--- src/design/aam_pkg.sv ---
// Package with operation codes and constants for the accumulator ALU datapath.
package aam_pkg;
   localparam int unsigned DATA_W = 8;
   localparam int unsigned NIB_W = 4;
   localparam logic [7:0] ACC_RESET = 8'h00;
   localparam logic [7:0] AUX_RESET = 8'h00;
   localparam logic CARRY_RESET = 1'b0;
   localparam logic OVF_RESET = 1'b0;
   // Divide steps: one restoring step per quotient bit.
   localparam logic [3:0] DIV_STEPS = 4'h8;
   // Value left in both registers after a divide by zero.
   localparam logic [7:0] DIV_ZERO_FILL = 8'hFF;

   typedef enum logic [3:0] {
      AAM_OP_NONE        = 4'b0000,
      AAM_OP_DIVIDE      = 4'b0001,
      AAM_OP_ROT_R       = 4'b0010,
      AAM_OP_ROT_RC      = 4'b0011,
      AAM_OP_ROT_L       = 4'b0100,
      AAM_OP_ROT_LC      = 4'b0101,
      AAM_OP_AND         = 4'b0110,
      AAM_OP_OR          = 4'b0111,
      AAM_OP_XOR         = 4'b1000,
      AAM_OP_CAND        = 4'b1001,
      AAM_OP_CAND_N      = 4'b1010,
      AAM_OP_COR         = 4'b1011,
      AAM_OP_COR_N       = 4'b1100,
      AAM_OP_EXCH        = 4'b1101,
      AAM_OP_SWAP        = 4'b1110,
      AAM_OP_NIB_EXCH    = 4'b1111
   } aam_op_e;

   typedef enum logic [1:0] {
      AAM_ST_IDLE = 2'b00,
      AAM_ST_DIV  = 2'b01,
      AAM_ST_DONE = 2'b10
   } aam_state_e;
endpackage
--- src/design/aam_alu.sv ---
// Accumulator-centred ALU for divide, rotates, logic, carry-bit logic and exchanges.
`timescale 1ns/100ps
`default_nettype none
// How it works
// - Divide puts quotient of accumulator over auxiliary into accumulator, remainder into auxiliary.
// - Divide clears carry and overflow; a zero divisor sets overflow instead.
// - A zero divisor leaves accumulator and auxiliary with the fixed fill value DIV_ZERO_FILL.
// - Division is eight bits by eight bits only, giving eight-bit quotient and remainder.
// - Plain right rotate moves bits down, bit 0 wraps to bit 7.
// - Right rotate through carry: bit 0 into carry, old carry into bit 7.
// - Plain left rotate moves bits up, bit 7 wraps to bit 0.
// - Left rotate through carry: bit 7 into carry, old carry into bit 0.
// - Plain rotates leave carry alone; only through-carry rotates touch it.
// - Byte logic writes to accumulator or RAM byte, the first operand.
// - Byte AND sets a bit only where both operand bits are one.
// - Byte OR sets a bit where either operand bit is one.
// - Byte XOR sets a bit where exactly one operand bit is one.
// - Carry AND bit keeps carry only when carry and bit are both one.
// - Carry AND inverted bit: a set bit clears carry.
// - Carry OR bit sets carry when either carry or bit is one.
// - Carry OR inverted bit: a clear bit sets carry.
// - Carry logic writes only carry and never the addressed bit.
// - No carry XOR with a bit exists; only AND and OR forms.
// - Exchange writes accumulator to location and location value to accumulator.
// - Swap exchanges accumulator nibbles, same as four plain left rotates.
// - Low-nibble exchange swaps low nibbles of accumulator and location, uppers kept.
module aam_alu
   import aam_pkg::*;
#(
   parameter int unsigned WIDTH = aam_pkg::DATA_W
) (
   input wire logic clk,
   input wire logic nrst,
   input wire logic opStart,
   input wire aam_pkg::aam_op_e opCode,
   input wire logic [7:0] operandByte,
   input wire logic operandBit,
   input wire logic destIsMem,
   output logic opBusy,
   output logic opDone,
   output logic [7:0] accumulator,
   output logic [7:0] auxOperand,
   output logic carryFlag,
   output logic overflowFlag,
   output logic memWrite,
   output logic [7:0] memWriteData
);
   import aam_pkg::*;

   typedef struct packed {
      aam_state_e state;
      logic [7:0] acc;
      logic [7:0] aux;
      logic carry;
      logic ovf;
      logic done;
      logic memWr;
      logic [7:0] memData;
      logic [3:0] stepCnt;
      logic [7:0] quot;
      logic [7:0] rem;
      logic [7:0] dividend;
      logic [7:0] divisor;
   } aam_state_s;

   aam_state_s st_reg;
   aam_state_s st_next;

   logic [7:0] stepRem;
   logic stepQuot;

   // One divider step per cycle keeps the combinational depth to a single subtractor.
   aam_div_step #(
      .W(8)
   ) u_step (
      .partRem(st_reg.rem),
      .dividendBit(st_reg.dividend[7]),
      .divisor(st_reg.divisor),
      .nextRem(stepRem),
      .quotBit(stepQuot)
   );

   always_comb begin
      st_next = st_reg;
      st_next.done = 1'b0;
      st_next.memWr = 1'b0;
      case (st_reg.state)
         AAM_ST_IDLE: begin
            if (opStart) begin
               st_next.done = 1'b1;
               case (opCode)
                  AAM_OP_DIVIDE: begin
                     st_next.done = 1'b0;
                     st_next.dividend = st_reg.acc;
                     st_next.divisor = st_reg.aux;
                     st_next.rem = 8'h00;
                     st_next.quot = 8'h00;
                     st_next.stepCnt = 4'h0;
                     st_next.state = AAM_ST_DIV;
                  end
                  AAM_OP_ROT_R: begin
                     st_next.acc = {st_reg.acc[0], st_reg.acc[7:1]};
                  end
                  AAM_OP_ROT_RC: begin
                     st_next.acc = {st_reg.carry, st_reg.acc[7:1]};
                     st_next.carry = st_reg.acc[0];
                  end
                  AAM_OP_ROT_L: begin
                     st_next.acc = {st_reg.acc[6:0], st_reg.acc[7]};
                  end
                  AAM_OP_ROT_LC: begin
                     st_next.acc = {st_reg.acc[6:0], st_reg.carry};
                     st_next.carry = st_reg.acc[7];
                  end
                  AAM_OP_AND, AAM_OP_OR, AAM_OP_XOR: begin
                     logic [7:0] first;
                     logic [7:0] res;
                     first = 8'h00;
                     res = 8'h00;
                     // For a RAM destination the decoder supplies the RAM byte as
                     // operandByte and the accumulator is the second operand.
                     first = destIsMem ? operandByte : st_reg.acc;
                     if (opCode == AAM_OP_AND) begin
                        res = first & st_reg.acc;
                     end else if (opCode == AAM_OP_OR) begin
                        res = first | st_reg.acc;
                     end else begin
                        res = first ^ st_reg.acc;
                     end
                     if (!destIsMem) begin
                        // Accumulator destination: second operand is operandByte.
                        if (opCode == AAM_OP_AND) begin
                           res = st_reg.acc & operandByte;
                        end else if (opCode == AAM_OP_OR) begin
                           res = st_reg.acc | operandByte;
                        end else begin
                           res = st_reg.acc ^ operandByte;
                        end
                        st_next.acc = res;
                     end else begin
                        st_next.memWr = 1'b1;
                        st_next.memData = res;
                     end
                  end
                  AAM_OP_CAND: begin
                     st_next.carry = st_reg.carry & operandBit;
                  end
                  AAM_OP_CAND_N: begin
                     st_next.carry = st_reg.carry & ~operandBit;
                  end
                  AAM_OP_COR: begin
                     st_next.carry = st_reg.carry | operandBit;
                  end
                  AAM_OP_COR_N: begin
                     st_next.carry = st_reg.carry | ~operandBit;
                  end
                  AAM_OP_EXCH: begin
                     st_next.acc = operandByte;
                     st_next.memWr = 1'b1;
                     st_next.memData = st_reg.acc;
                  end
                  AAM_OP_SWAP: begin
                     st_next.acc = {st_reg.acc[3:0], st_reg.acc[7:4]};
                  end
                  AAM_OP_NIB_EXCH: begin
                     st_next.acc = {st_reg.acc[7:4], operandByte[3:0]};
                     st_next.memWr = 1'b1;
                     st_next.memData = {operandByte[7:4], st_reg.acc[3:0]};
                  end
                  default: begin
                     // No-op, the only code not handled above, changes nothing.
                     st_next.done = 1'b1;
                  end
               endcase
            end
         end
         AAM_ST_DIV: begin
            if (st_reg.divisor == 8'h00) begin
               st_next.acc = DIV_ZERO_FILL;
               st_next.aux = DIV_ZERO_FILL;
               st_next.carry = 1'b0;
               st_next.ovf = 1'b1;
               st_next.done = 1'b1;
               st_next.state = AAM_ST_IDLE;
            end else begin
               st_next.rem = stepRem;
               st_next.quot = {st_reg.quot[6:0], stepQuot};
               st_next.dividend = {st_reg.dividend[6:0], 1'b0};
               st_next.stepCnt = st_reg.stepCnt + 4'h1;
               if (st_reg.stepCnt == DIV_STEPS - 4'h1) begin
                  // Quotient, remainder and flags land in one edge.
                  st_next.acc = {st_reg.quot[6:0], stepQuot};
                  st_next.aux = stepRem;
                  st_next.carry = 1'b0;
                  st_next.ovf = 1'b0;
                  st_next.done = 1'b1;
                  st_next.state = AAM_ST_IDLE;
               end
            end
         end
         default: begin
            st_next.state = AAM_ST_IDLE;
         end
      endcase
   end

   always_ff @(posedge clk or negedge nrst) begin
      if (!nrst) begin
         st_reg.state <= AAM_ST_IDLE;
         st_reg.acc <= ACC_RESET;
         st_reg.aux <= AUX_RESET;
         st_reg.carry <= CARRY_RESET;
         st_reg.ovf <= OVF_RESET;
         st_reg.done <= 1'b0;
         st_reg.memWr <= 1'b0;
         st_reg.memData <= 8'h00;
         st_reg.stepCnt <= 4'h0;
         st_reg.quot <= 8'h00;
         st_reg.rem <= 8'h00;
         st_reg.dividend <= 8'h00;
         st_reg.divisor <= 8'h00;
      end else begin
         st_reg <= st_next;
      end
   end

   assign opBusy = (st_reg.state != AAM_ST_IDLE);
   assign opDone = st_reg.done;
   assign accumulator = st_reg.acc;
   assign auxOperand = st_reg.aux;
   assign carryFlag = st_reg.carry;
   assign overflowFlag = st_reg.ovf;
   assign memWrite = st_reg.memWr;
   assign memWriteData = st_reg.memData;
endmodule
`default_nettype wire

--- src/design/aam_div_step.sv ---
// One restoring division step: shift in a dividend bit and try to subtract the divisor.
`timescale 1ns/100ps
`default_nettype none
module aam_div_step #(
   parameter int unsigned W = 8
) (
   input wire logic [W-1:0] partRem,
   input wire logic dividendBit,
   input wire logic [W-1:0] divisor,
   output logic [W-1:0] nextRem,
   output logic quotBit
);
   logic [W:0] shifted;
   logic [W:0] diff;

   always_comb begin
      shifted = {partRem, dividendBit};
      diff = shifted - {1'b0, divisor};
      quotBit = ~diff[W];
      // The remainder stays below the divisor, so it always fits in W bits.
      if (quotBit) begin
         nextRem = diff[W-1:0];
      end else begin
         nextRem = shifted[W-1:0];
      end
   end
endmodule
`default_nettype wire

--- config.mk ---
export PLATFORM = sky130hd
export DESIGN_NAME = aam_alu
export DESIGN_NICKNAME = d
export VERILOG_FILES = /design/src/design/aam_pkg.sv /design/src/design/aam_alu.sv /design/src/design/aam_div_step.sv
export SDC_FILE = /design/constraint.sdc
export NUM_CORES = 1
export LEC_CHECK = 0
export ABC_AREA = 1
export CAP_MARGIN = 20
export CORE_ASPECT_RATIO = 0.9
export CORE_MARGIN = 8
export CORE_UTILIZATION = 45
export CTS_CLUSTER_SIZE = 40
export DETAILED_ROUTE_END_ITERATION = 12
export DONT_BUFFER_PORTS = 1
export SLEW_MARGIN = 10
export SYNTH_ARGS = -nofsm -noshare
export SYNTH_HDL_FRONTEND = slang
export SYNTH_SLANG_ARGS = --single-unit
--- constraint.sdc ---
create_clock -name clk -period 5.4 [get_ports clk]
set_clock_uncertainty 0.15 [all_clocks]
set_input_delay 0.27 -clock clk [delete_from_list [all_inputs] [get_ports clk]]
set_output_delay 0.27 -clock clk [all_outputs]
set_load 0.1 [all_outputs]
==> out/metrics.cfg, run 1 <==
[run_status]
status = finished clean

[placed_design]
placed_cells = 878
finalWeightedCongestion = 0.912
dpl.hpwl_mm = 10.7
port-buffer-count = 0

[clock_tree]
ctsResizeCount = 0
cts_tree = built
clockBufferDepth = 2
h-tree-depth = 3
clk_latency_ns = 0.33
cts_root_buffer = clkbuf_16
post_cts_buffers = 0
clk_pin_slew_ns = 0.05
cts_made_buffers = 9
cts.sinks = 64

[setup_path]
path_max_fanout = 13
path_class = register to register
cp-end-kind = register
cp.arrival_ns = 2.57
worst_setup_path_start_kind = register
critPathRequiredTime_ns = 5.45

[synthesis]
ys_async_sr_fraction_pct = 100
mappedNetlistArea_um2 = 5090
synth_top_cell_by_area = dfrtp_1
synth_top_area_share_pct = 31.4
syn_area_per_cell_um2 = 6.75
synth_area_leaders = dfrtp_1 (31%), nand2_1 (18%), ha_1 (10%)
ys_ff_latch = 64
yosysSeqAreaShare_pct = 31.4
synth_nets = 814
synthCells = 755
synth_edf_count = 0
ys_types = 37
synth_flop_cell = dfrtp_1
yosysWarnings = 0

[sta]
tightest_slew_ns = 1.02
final.period_utilization_pct = 46.7
setup-violations-final = 0
maxSlewViolCount = 0
hold_violations = 0
rsz0062_at_grt = false
max-slew-margin-rel_pct = 31.7
tns_ns = 0
holdWs_ns = 0.101
timing.fmax_mhz = 396
final.min_clock_period_ns = 2.52

[route]
route.detailed.drc = 0
first_pass_iters = 5
viasPerCell = 5.16
drt_iter0_markers = 338
num_vias = 4626
wl_mm = 14.1
wl_per_cell_um = 15.7
ant_nets = 0

[finish]
drive_gt1_share_pct = 8.11
largest_reg_flops = 36
fillers = 1161
multi_input_area_um2 = 2790
final-instance-count-excl-fill = 896
register_area_um2 = 1600
mostFrequentLayoutCells = nand2_1 (240), inv_1 (110), dfrtp_1 (64)
nets = 794
diodes = 0
area_growth_pct = 7.54
layout_commonest_cell = nand2_1

[global_route]
grt.overflow.total = 0
grt_max_degree = 65
grt_use_total_pct = 19.9
grt_pass1_wl_mm = 23.1
grt_pass1_vias = 4477
antenna_found_initial = 0

[power_and_ir_drop]
p_leak_nw = 2.99
powerDensity_nw_per_um2 = 700
irDropWorstVdd_v = 0.000443

[floorplan]
fp.dieArea_um2 = 15000
core_area_um2 = 11200
row_count = 37
start_util_pct = 45.3
io-pin-count = 46
die_w_um = 128
die-height_um = 117

[run]
drv_cap = 0

[hold_path]
hold_path_class = input pin to register

-- final cells by class --
| type | count | share of cell area [%] |
|---|---|---|
| Multi-Input combinational cell | 533 | 50.9 |
| Sequential cell | 64 | 29.2 |
| Inverter | 115 | 7.88 |
| Clock buffer | 11 | 4.43 |
| Tap cell | 156 | 3.56 |
| Timing Repair Buffer | 12 | 2.06 |
| Clock inverter | 5 | 1.90 |
-- per-layer routing --
metal | wire [µm] | vias to the layer above | part of all wire, % | global-route usage (%)
met4 | 292 | 0 | 2.1 | 7.75
met2 | 6550 | 129 | 47 | 32.2
met5 | 0 | - | 0 | 0
met3 | 950 | 28 | 6.8 | 5.25
met1 | 6260 | 2161 | 45 | 25.0
li1 | - | 2308 | - | -
-- report_power, final --
| group | leakage [nW] | internal [mW] | total [mW] | switching, mW |
|---|---|---|---|---|
| sequential | 0.803 | 0.681 | 1.31 | 0.629 |
| combinational | 2.01 | 0.577 | 1.85 | 1.27 |
| clock | 0.170 | 0.463 | 0.680 | 0.216 |
| total | 2.99 | 1.72 | 3.84 | 2.12 |
-- final timing paths --
kind / cells after the start / startpoint / slack (ns) / endpoint
setup / recovery: 13 / st_reg[15] / 2.88 / st_reg[18]
hold / removal: 2 / destIsMem / 0.10 / memWrite
setup reg to reg: 13 / st_reg[15] / 2.88 / st_reg[18]
hold reg to reg: 2 / st_reg[30] / 0.33 / st_reg[30]
max in group asynchronous: 2 / nrst / 4.50 / st_reg[1]
min in group asynchronous: 2 / nrst / 0.32 / opDone
-- metrics by stage --
stage          setup slack, ns  cell area (µm²)  utilization, %  power (mW)
2_1_floorplan             3.23             5090               -        2.83
3_3_place_gp              2.94             5090            45.3        3.12
3_5_place_dp              2.87             5090            45.3        3.15
4_1_cts                   2.88             5480            48.7        3.86
5_1_grt                   2.63             5480            48.7        4.16
6_report                  2.88             5480            48.7        3.84
-- cells in the mapped netlist (4+ instances only) --
master	count
or2_2	12
nor2_2	5
o22ai_1	5
nand2_1	240
clkbuf_1	8
a22oi_1	8
nor2_1	63
o211ai_1	4
nand3_1	57
o21ai_0	47
inv_2	5
ha_1	41
a21oi_1	14
dfrtp_1	64
buf_2	9
inv_1	110
buf_4	24
o221ai_1	5
-- cells by family after synthesis --
family	synth area share (%)
flops	31.4
xor+xnor	0.516
simple gates	33.0
compound gates	10.8
fa+ha+maj	10.5
buf+inv	13.8
-- critical path: stages, from the launching register on --
cell and delay [ns]:
dfrtp_1 0.39, inv_1 0.07, ha_1 0.21, fa_1 0.42
inv_1 0.10, nand3_1 0.06, nand2_1 0.11, nand2_1 0.09
nand2_1 0.08, nand2_1 0.05, nand2_1 0.35, nand2_1 0.09
nand3_1 0.11, o21ai_0 0.11
-- repair_timing --
action,CTS,global route
hold buffers,2,0
hold endpoints to repair,64,0
setup endpoints to repair,0,0
(Power assumes the default switching activity.)
==> inputs of run 2 (changes only) <==
ABC_AREA = 0   (was 1)
clock period = 2.3 ns   (was 5.4 ns; I/O delays follow)
==> run 2 against run 1 <==
  * The run now ends with setup timing left
  * Sequential share of layout area fell by 0.61 points
  * Via count fell by 8.4%
  * Worst hold slack got worse by 0.085 ns
  * Highest routed layer unchanged
  * Critical path type unchanged
  * Total power rose by 120%
  * Sequential cell count did not move
  * Critical endpoint is now auxOperand[1]
  * Combinational power rose to 2.7 times the previous value
  * Largest cell class unchanged
  * Sequential power rose by 50%
==> out/metrics.cfg, run 2 <==
[run_status]
status = finished, violations left
violations = setup timing

[setup_path]
r2r_slack_ns = -0.11
cp-end-kind = register
cpPeakStageDelay_ns = 0.41
cp.arrival_ns = 2.51
crit_end = auxOperand[1]
critPathSlowestCell = dfrtp_1
path_max_fanout = 6
worst-path-stages = 9
critPathRequiredTime_ns = 2.40
path_cells = ha_4, fa_2, nand2b_4, a21o_1, a211oi_2, nor3_4, buf_6, mux2_4, a21oi_1
worst_setup_path_start_kind = register
cp_top_family = compound AO/OA/AOI/OAI gates
setup.worst_path.start = st_reg[0]
worstReg2RegEnd = auxOperand[1]
r2r_start = st_reg[0]
worst_r2r_path_depth = 9
path_class = register to register
critPathBufInv = 1

[clock_tree]
clockBufferDepth = 2
post_cts_buffers = 0
clk_pin_slew_ns = 0.06
h-tree-depth = 3
clk_latency_ns = 0.33
cts_tree = built
cts_made_buffers = 9
cts_root_buffer = clkbuf_16
cts.sinks = 64

[placed_design]
dpl.hpwl_mm = 9.74
placed_area_um2 = 5120
port-buffer-count = 0
place_ws_ns = -0.146
placed_cells = 713
finalWeightedCongestion = 0.872

[global_route]
antenna_found_initial = 0
grt_use_total_pct = 19.4
grt_max_degree = 65
grt_pass1_wl_mm = 22.3
grt_pass1_vias = 4143
grt.overflow.total = 0

[run]
drv_cap = 0

[finish]
diodes = 0
mostFrequentLayoutCells = nand2_1 (87), dfrtp_1 (64), buf_4 (59)
final_util_pct = 52.6
layout_commonest_cell = nand2_1
area_growth_pct = 16.0
multi_input_area_um2 = 2830
largest_reg_flops = 36
drive_gt1_share_pct = 17.7
register_area_um2 = 1600
final_area_um2 = 5600
nets = 657
fillers = 973
final-instance-count-excl-fill = 736

[route]
first_pass_iters = 5
wl_per_cell_um = 18.3
num_vias = 4239
drt_iter0_markers = 321
ant_nets = 0
wl_mm = 13.5
route.detailed.drc = 0
viasPerCell = 5.76

[synthesis]
ys_async_sr_fraction_pct = 100
yosysWarnings = 0
mappedNetlistArea_um2 = 4820
synth_edf_count = 0
synth_most_common_cell = nand2_1
synth_top_area_share_pct = 33.2
ys_ff_latch = 64
synth_nets = 636
synth_top_cell_by_area = dfrtp_1
yosysSeqAreaShare_pct = 33.2
synth_area_leaders = dfrtp_1 (33%), ha_1 (11%), nand2_1 (6.8%)
synthCells = 577
ys_types = 59
syn_area_per_cell_um2 = 8.36
synth_flop_cell = dfrtp_1
yosys-top-cells-count = nand2_1 (87), dfrtp_1 (64), ha_1 (41), inv_1 (41), a21oi_1 (39)

[sta]
hold_violations = 0
layout_setup_ws_ns = -0.107
rsz0062_at_grt = true
maxSlewViolCount = 0
holdWs_ns = 0.0158
timing.fmax_mhz = 415
final.min_clock_period_ns = 2.41
tightest_slew_ns = 0.863
tns_ns = -1.13
final.period_utilization_pct = 105
setup-violations-final = 17
max-slew-margin-rel_pct = 42.5

[floorplan]
io-pin-count = 46
row_count = 36
die_w_um = 125
core_area_um2 = 10600
die-height_um = 114
fp.dieArea_um2 = 14300
start_util_pct = 45.4

[power_and_ir_drop]
powerDensity_nw_per_um2 = 1500
p_leak_nw = 2.65
internal_power_mw = 4.18
combPwrFrac_pct = 60.2
clkPwrFrac_pct = 16.4
total_power_mw = 8.40
swShare_pct = 50.2
p_sw_mw = 4.22
seq_power_share_pct = 23.3
irDropWorstVdd_v = 0.000454

[hold_path]
hold_path_class = input pin to register

## run 2: cell families after synthesis
group / after synthesis / share of synthesized area, %
compound gates: 175 / 23.6
fa+ha+maj: 42 / 11.1
flops: 64 / 33.2
simple gates: 167 / 15.3
buf+inv: 100 / 10.5
mux: 21 / 4.88
xor+xnor: 8 / 1.45
## run 2: area by class of cell
| class | count | share of cell area (%) |
|---|---|---|
| tap | 133 | 2.97 |
| clock buffer | 11 | 4.34 |
| sequential | 64 | 28.6 |
| inverter | 43 | 2.88 |
| clock inverter | 5 | 1.01 |
| timing repair buffer | 67 | 9.68 |
| multi-input combinational | 413 | 50.5 |
## run 2: per-layer routing
metal  track usage (%)  vias up  routed length [µm]
li1                  -     2051                   -
met5                 0        -                   0
met1              25.5     2024                6340
met2              29.4      141                5810
met3              6.80       23                1130
met4              5.67        0                 204
## run 2: power by group through the flow
stage | clock (mW) | sequential (mW) | combinational (mW)
global route | 1.45 | 2.02 | 5.51
CTS | 1.40 | 1.95 | 4.95
finish | 1.38 | 1.96 | 5.06
global placement | 0 | 1.95 | 4.69
detailed placement | 0 | 1.96 | 4.77
floorplan | 0 | 2.06 | 3.62
## run 2: worst min-delay path by stage
stage	start	to	slack (ns)	cells after the start
2_1_floorplan	nrst	accumulator[0]	-0.33	0
3_3_place_gp	nrst	st_reg[19]	-0.33	0
3_5_place_dp	nrst	auxOperand[2]	-0.33	0
4_1_cts	opCode[1]	accumulator[5]	0.003	3
5_1_grt	opCode[1]	opDone	0.03	3
6_report	opCode[1]	accumulator[5]	0.02	3
## run 2: worst register-to-register path, stage by stage (launching register included)
cell,delay (ns)
dfrtp_1,0.41
ha_4,0.18
fa_2,0.33
nand2b_4,0.15
a21o_1,0.19
a211oi_2,0.26
nor3_4,0.08
buf_6,0.16
mux2_4,0.30
a21oi_1,0.13
## run 2: what timing repair did
action | 4_1_cts | 5_1_grt
pin swaps | 5 | 2
setup endpoints to repair | 17 | 27
gates resized for setup | 13 | 9
endpoints found under the hold margin | 68 | 0
hold buffers | 7 | 0
==> inputs of run 3 (changes only) <==
SYNTH_HIERARCHICAL = 1   (was default)
clock period = 3 ns   (was 2.3 ns; I/O delays follow)
==> run 3 against run 2 <==
  * The flow now finishes without violations
  * Clock power down 28%
  * Combinational power fell by 24%
  * Worst hold slack better by 0.0013 ns
  * Routed wire length up 0.40%
  * Synthesized cell count up 1.7%
  * Via count is essentially flat
  * Highest routed layer unchanged
  * Critical endpoint is now auxOperand[5]
  * Critical path depth grew 1
  * Largest power group unchanged
  * Maximum frequency fell by 4.2%
  * Sequential cell count stayed put
==> out/metrics.cfg, run 3 <==
[run_status]
status = finished clean

[synthesis]
ys_ff_latch = 64
mappedNetlistArea_um2 = 4990
yosysSeqAreaShare_pct = 32.1
synth_area_leaders = dfrtp_1 (32%), ha_1 (10%), nand2_1 (7.6%)
ys_types = 68
synth_flop_cell = dfrtp_1
ys_async_sr_fraction_pct = 100
synthCells = 587
synth_most_common_cell = nand2_1
synth_nets = 646
synth_top_area_share_pct = 32.1
synth_top_cell_by_area = dfrtp_1
yosys-top-cells-count = nand2_1 (101), dfrtp_1 (64), ha_1 (41)
syn_area_per_cell_um2 = 8.50
yosysWarnings = 6
synth_edf_count = 0

[route]
ant_nets = 0
wl_mm = 13.5
viasPerCell = 5.94
wl_per_cell_um = 19.0
drt_iter0_markers = 494
first_pass_iters = 5
num_vias = 4236
route.detailed.drc = 0

[setup_path]
path_max_fanout = 10
cp-end-kind = register
cp.arrival_ns = 2.56
critPathRequiredTime_ns = 3.05
path_class = register to register
worst_setup_path_start_kind = register

[global_route]
antenna_found_initial = 1
grt.overflow.total = 0
grt_max_degree = 65
grt_use_total_pct = 19.0
grt_pass1_wl_mm = 22.4
grt_pass1_vias = 4139

[clock_tree]
clk_pin_slew_ns = 0.05
h-tree-depth = 3
cts_tree = built
cts_made_buffers = 9
clk_latency_ns = 0.32
clockBufferDepth = 2
cts.sinks = 64
ctsResizeCount = 0
cts_root_buffer = clkbuf_16

[sta]
setup-violations-final = 0
tns_ns = 0
rsz0062_at_grt = false
final.period_utilization_pct = 83.8
tightest_slew_ns = 0.920
timing.fmax_mhz = 398
hold_violations = 0
maxSlewViolCount = 0
max-slew-margin-rel_pct = 38.6
final.min_clock_period_ns = 2.51

[finish]
final-instance-count-excl-fill = 713
nets = 633
layout_commonest_cell = nand2_1
drive_gt1_share_pct = 13.8
mostFrequentLayoutCells = nand2_1 (101), dfrtp_1 (64), ha_1 (41)
largest_reg_flops = 36
area_growth_pct = 8.72

[power_and_ir_drop]
irDropWorstVdd_v = 0.000381
p_leak_nw = 2.58
powerDensity_nw_per_um2 = 1200

[floorplan]
fp.dieArea_um2 = 14700
io-pin-count = 46
row_count = 36
die-height_um = 116
start_util_pct = 46.2
core_area_um2 = 10800
die_w_um = 127

[hold_path]
hold_path_class = input pin to register

[placed_design]
placed_cells = 691
finalWeightedCongestion = 0.882
dpl.hpwl_mm = 9.43
port-buffer-count = 0

[run]
drv_cap = 0

## run 3: cell count changes in the layout (fill, tap and decap cells not counted), moves of 6 or more
cell / change
nor2_1: -12
a22o_1: +6
o22a_1: +9
o21ai_1: -16
nand3_1: +8
nand2_1: +14
a22oi_1: +6
buf_4: -24
o21ai_0: -9
a21oi_1: -7
mux2_4: +6
## run 3: stage by stage
stage / power (mW) / utilization [%] / hold slack, ns / area [µm²] / setup slack, ns
detailed placement: 5.46 / 46.9 / -0.294 / 5070 / 0.486
finish: 6.49 / 50.2 / 0.0171 / 5430 / 0.487
global route: 6.92 / 50.2 / 0.0204 / 5430 / 0.364
floorplan: 4.84 / - / -0.296 / 4990 / 0.677
CTS: 6.51 / 50.2 / 0.00605 / 5430 / 0.473
global placement: 5.38 / 46.9 / -0.294 / 5070 / 0.569
## run 3: path summary, 6_finish.rpt
check	startpoint	to	slack (ns)	cells past startpoint
worst min register to register	st_reg[12]	st_reg[12]	0.33	2
worst min-delay path	operandByte[6]	memWriteData[6]	0.02	3
worst max-delay path	st_reg[15]	auxOperand[5]	0.49	10
worst max register to register	st_reg[15]	auxOperand[5]	0.49	10
max in group asynchronous	nrst	st_reg[27]	2.21	2
min in group asynchronous	nrst	memWriteData[1]	0.20	2
## run 3: where the power goes
| part | leakage, nW | internal [mW] | switching, mW |
|---|---|---|---|
| registers | 0.788 | 1.20 | 0.447 |
| logic | 1.65 | 1.31 | 2.54 |
| clock network | 0.139 | 0.626 | 0.362 |
| total | 2.58 | 3.14 | 3.35 |
## run 3: worst max-delay path: stages (launching register included)
cell	delay, ns
dfrtp_1	0.37
inv_1	0.08
ha_1	0.16
inv_1	0.05
fa_1	0.39
nand3_1	0.12
nand2_2	0.09
a21oi_4	0.18
xnor2_4	0.25
mux2_4	0.36
o22a_1	0.18
## run 3: logic make-up (layout without fill, tap and decap cells)
logic type | count (synthesis) | count (layout) | synth area share (%)
flip-flops | 64 | 64 | 32.1
AND/OR/NAND/NOR | 196 | 196 | 18.5
AO/OA/AOI/OAI | 156 | 156 | 22.6
buffers and inverters | 104 | 96 | 10.0
other | 0 | 1 | 0
multiplexers | 17 | 17 | 4.31
adder cells (fa/ha/maj) | 42 | 42 | 10.7
XOR/XNOR | 8 | 8 | 1.78
## run 3: layout make-up
| cell class | instances | area [µm²] |
|---|---|---|
| diodes | 1 | 2.50 |
| clock buffers | 14 | 274 |
| clock inverters | 2 | 12.5 |
| fillers | 1022 | 5380 |
| inverters | 40 | 150 |
| multi-input cells | 419 | 2890 |
| flip-flops and latches | 64 | 1600 |
| well taps | 133 | 166 |
| repair buffers | 40 | 330 |
## run 3: metal layers
| metal | vias to the layer above | share of wire [%] | global-route usage [%] |
|---|---|---|---|
| met5 | - | 0 | 0 |
| met2 | 139 | 44 | 29.2 |
| met4 | 0 | 1.5 | 5.46 |
| li1 | 2022 | - | - |
| met1 | 2059 | 47 | 25.6 |
| met3 | 16 | 7.5 | 5.29 |
## run 3: repair_timing
action / CTS / global route
buffers inserted: 0 / 0
endpoints found under the hold margin: 66 / 0
hold buffers: 5 / 0
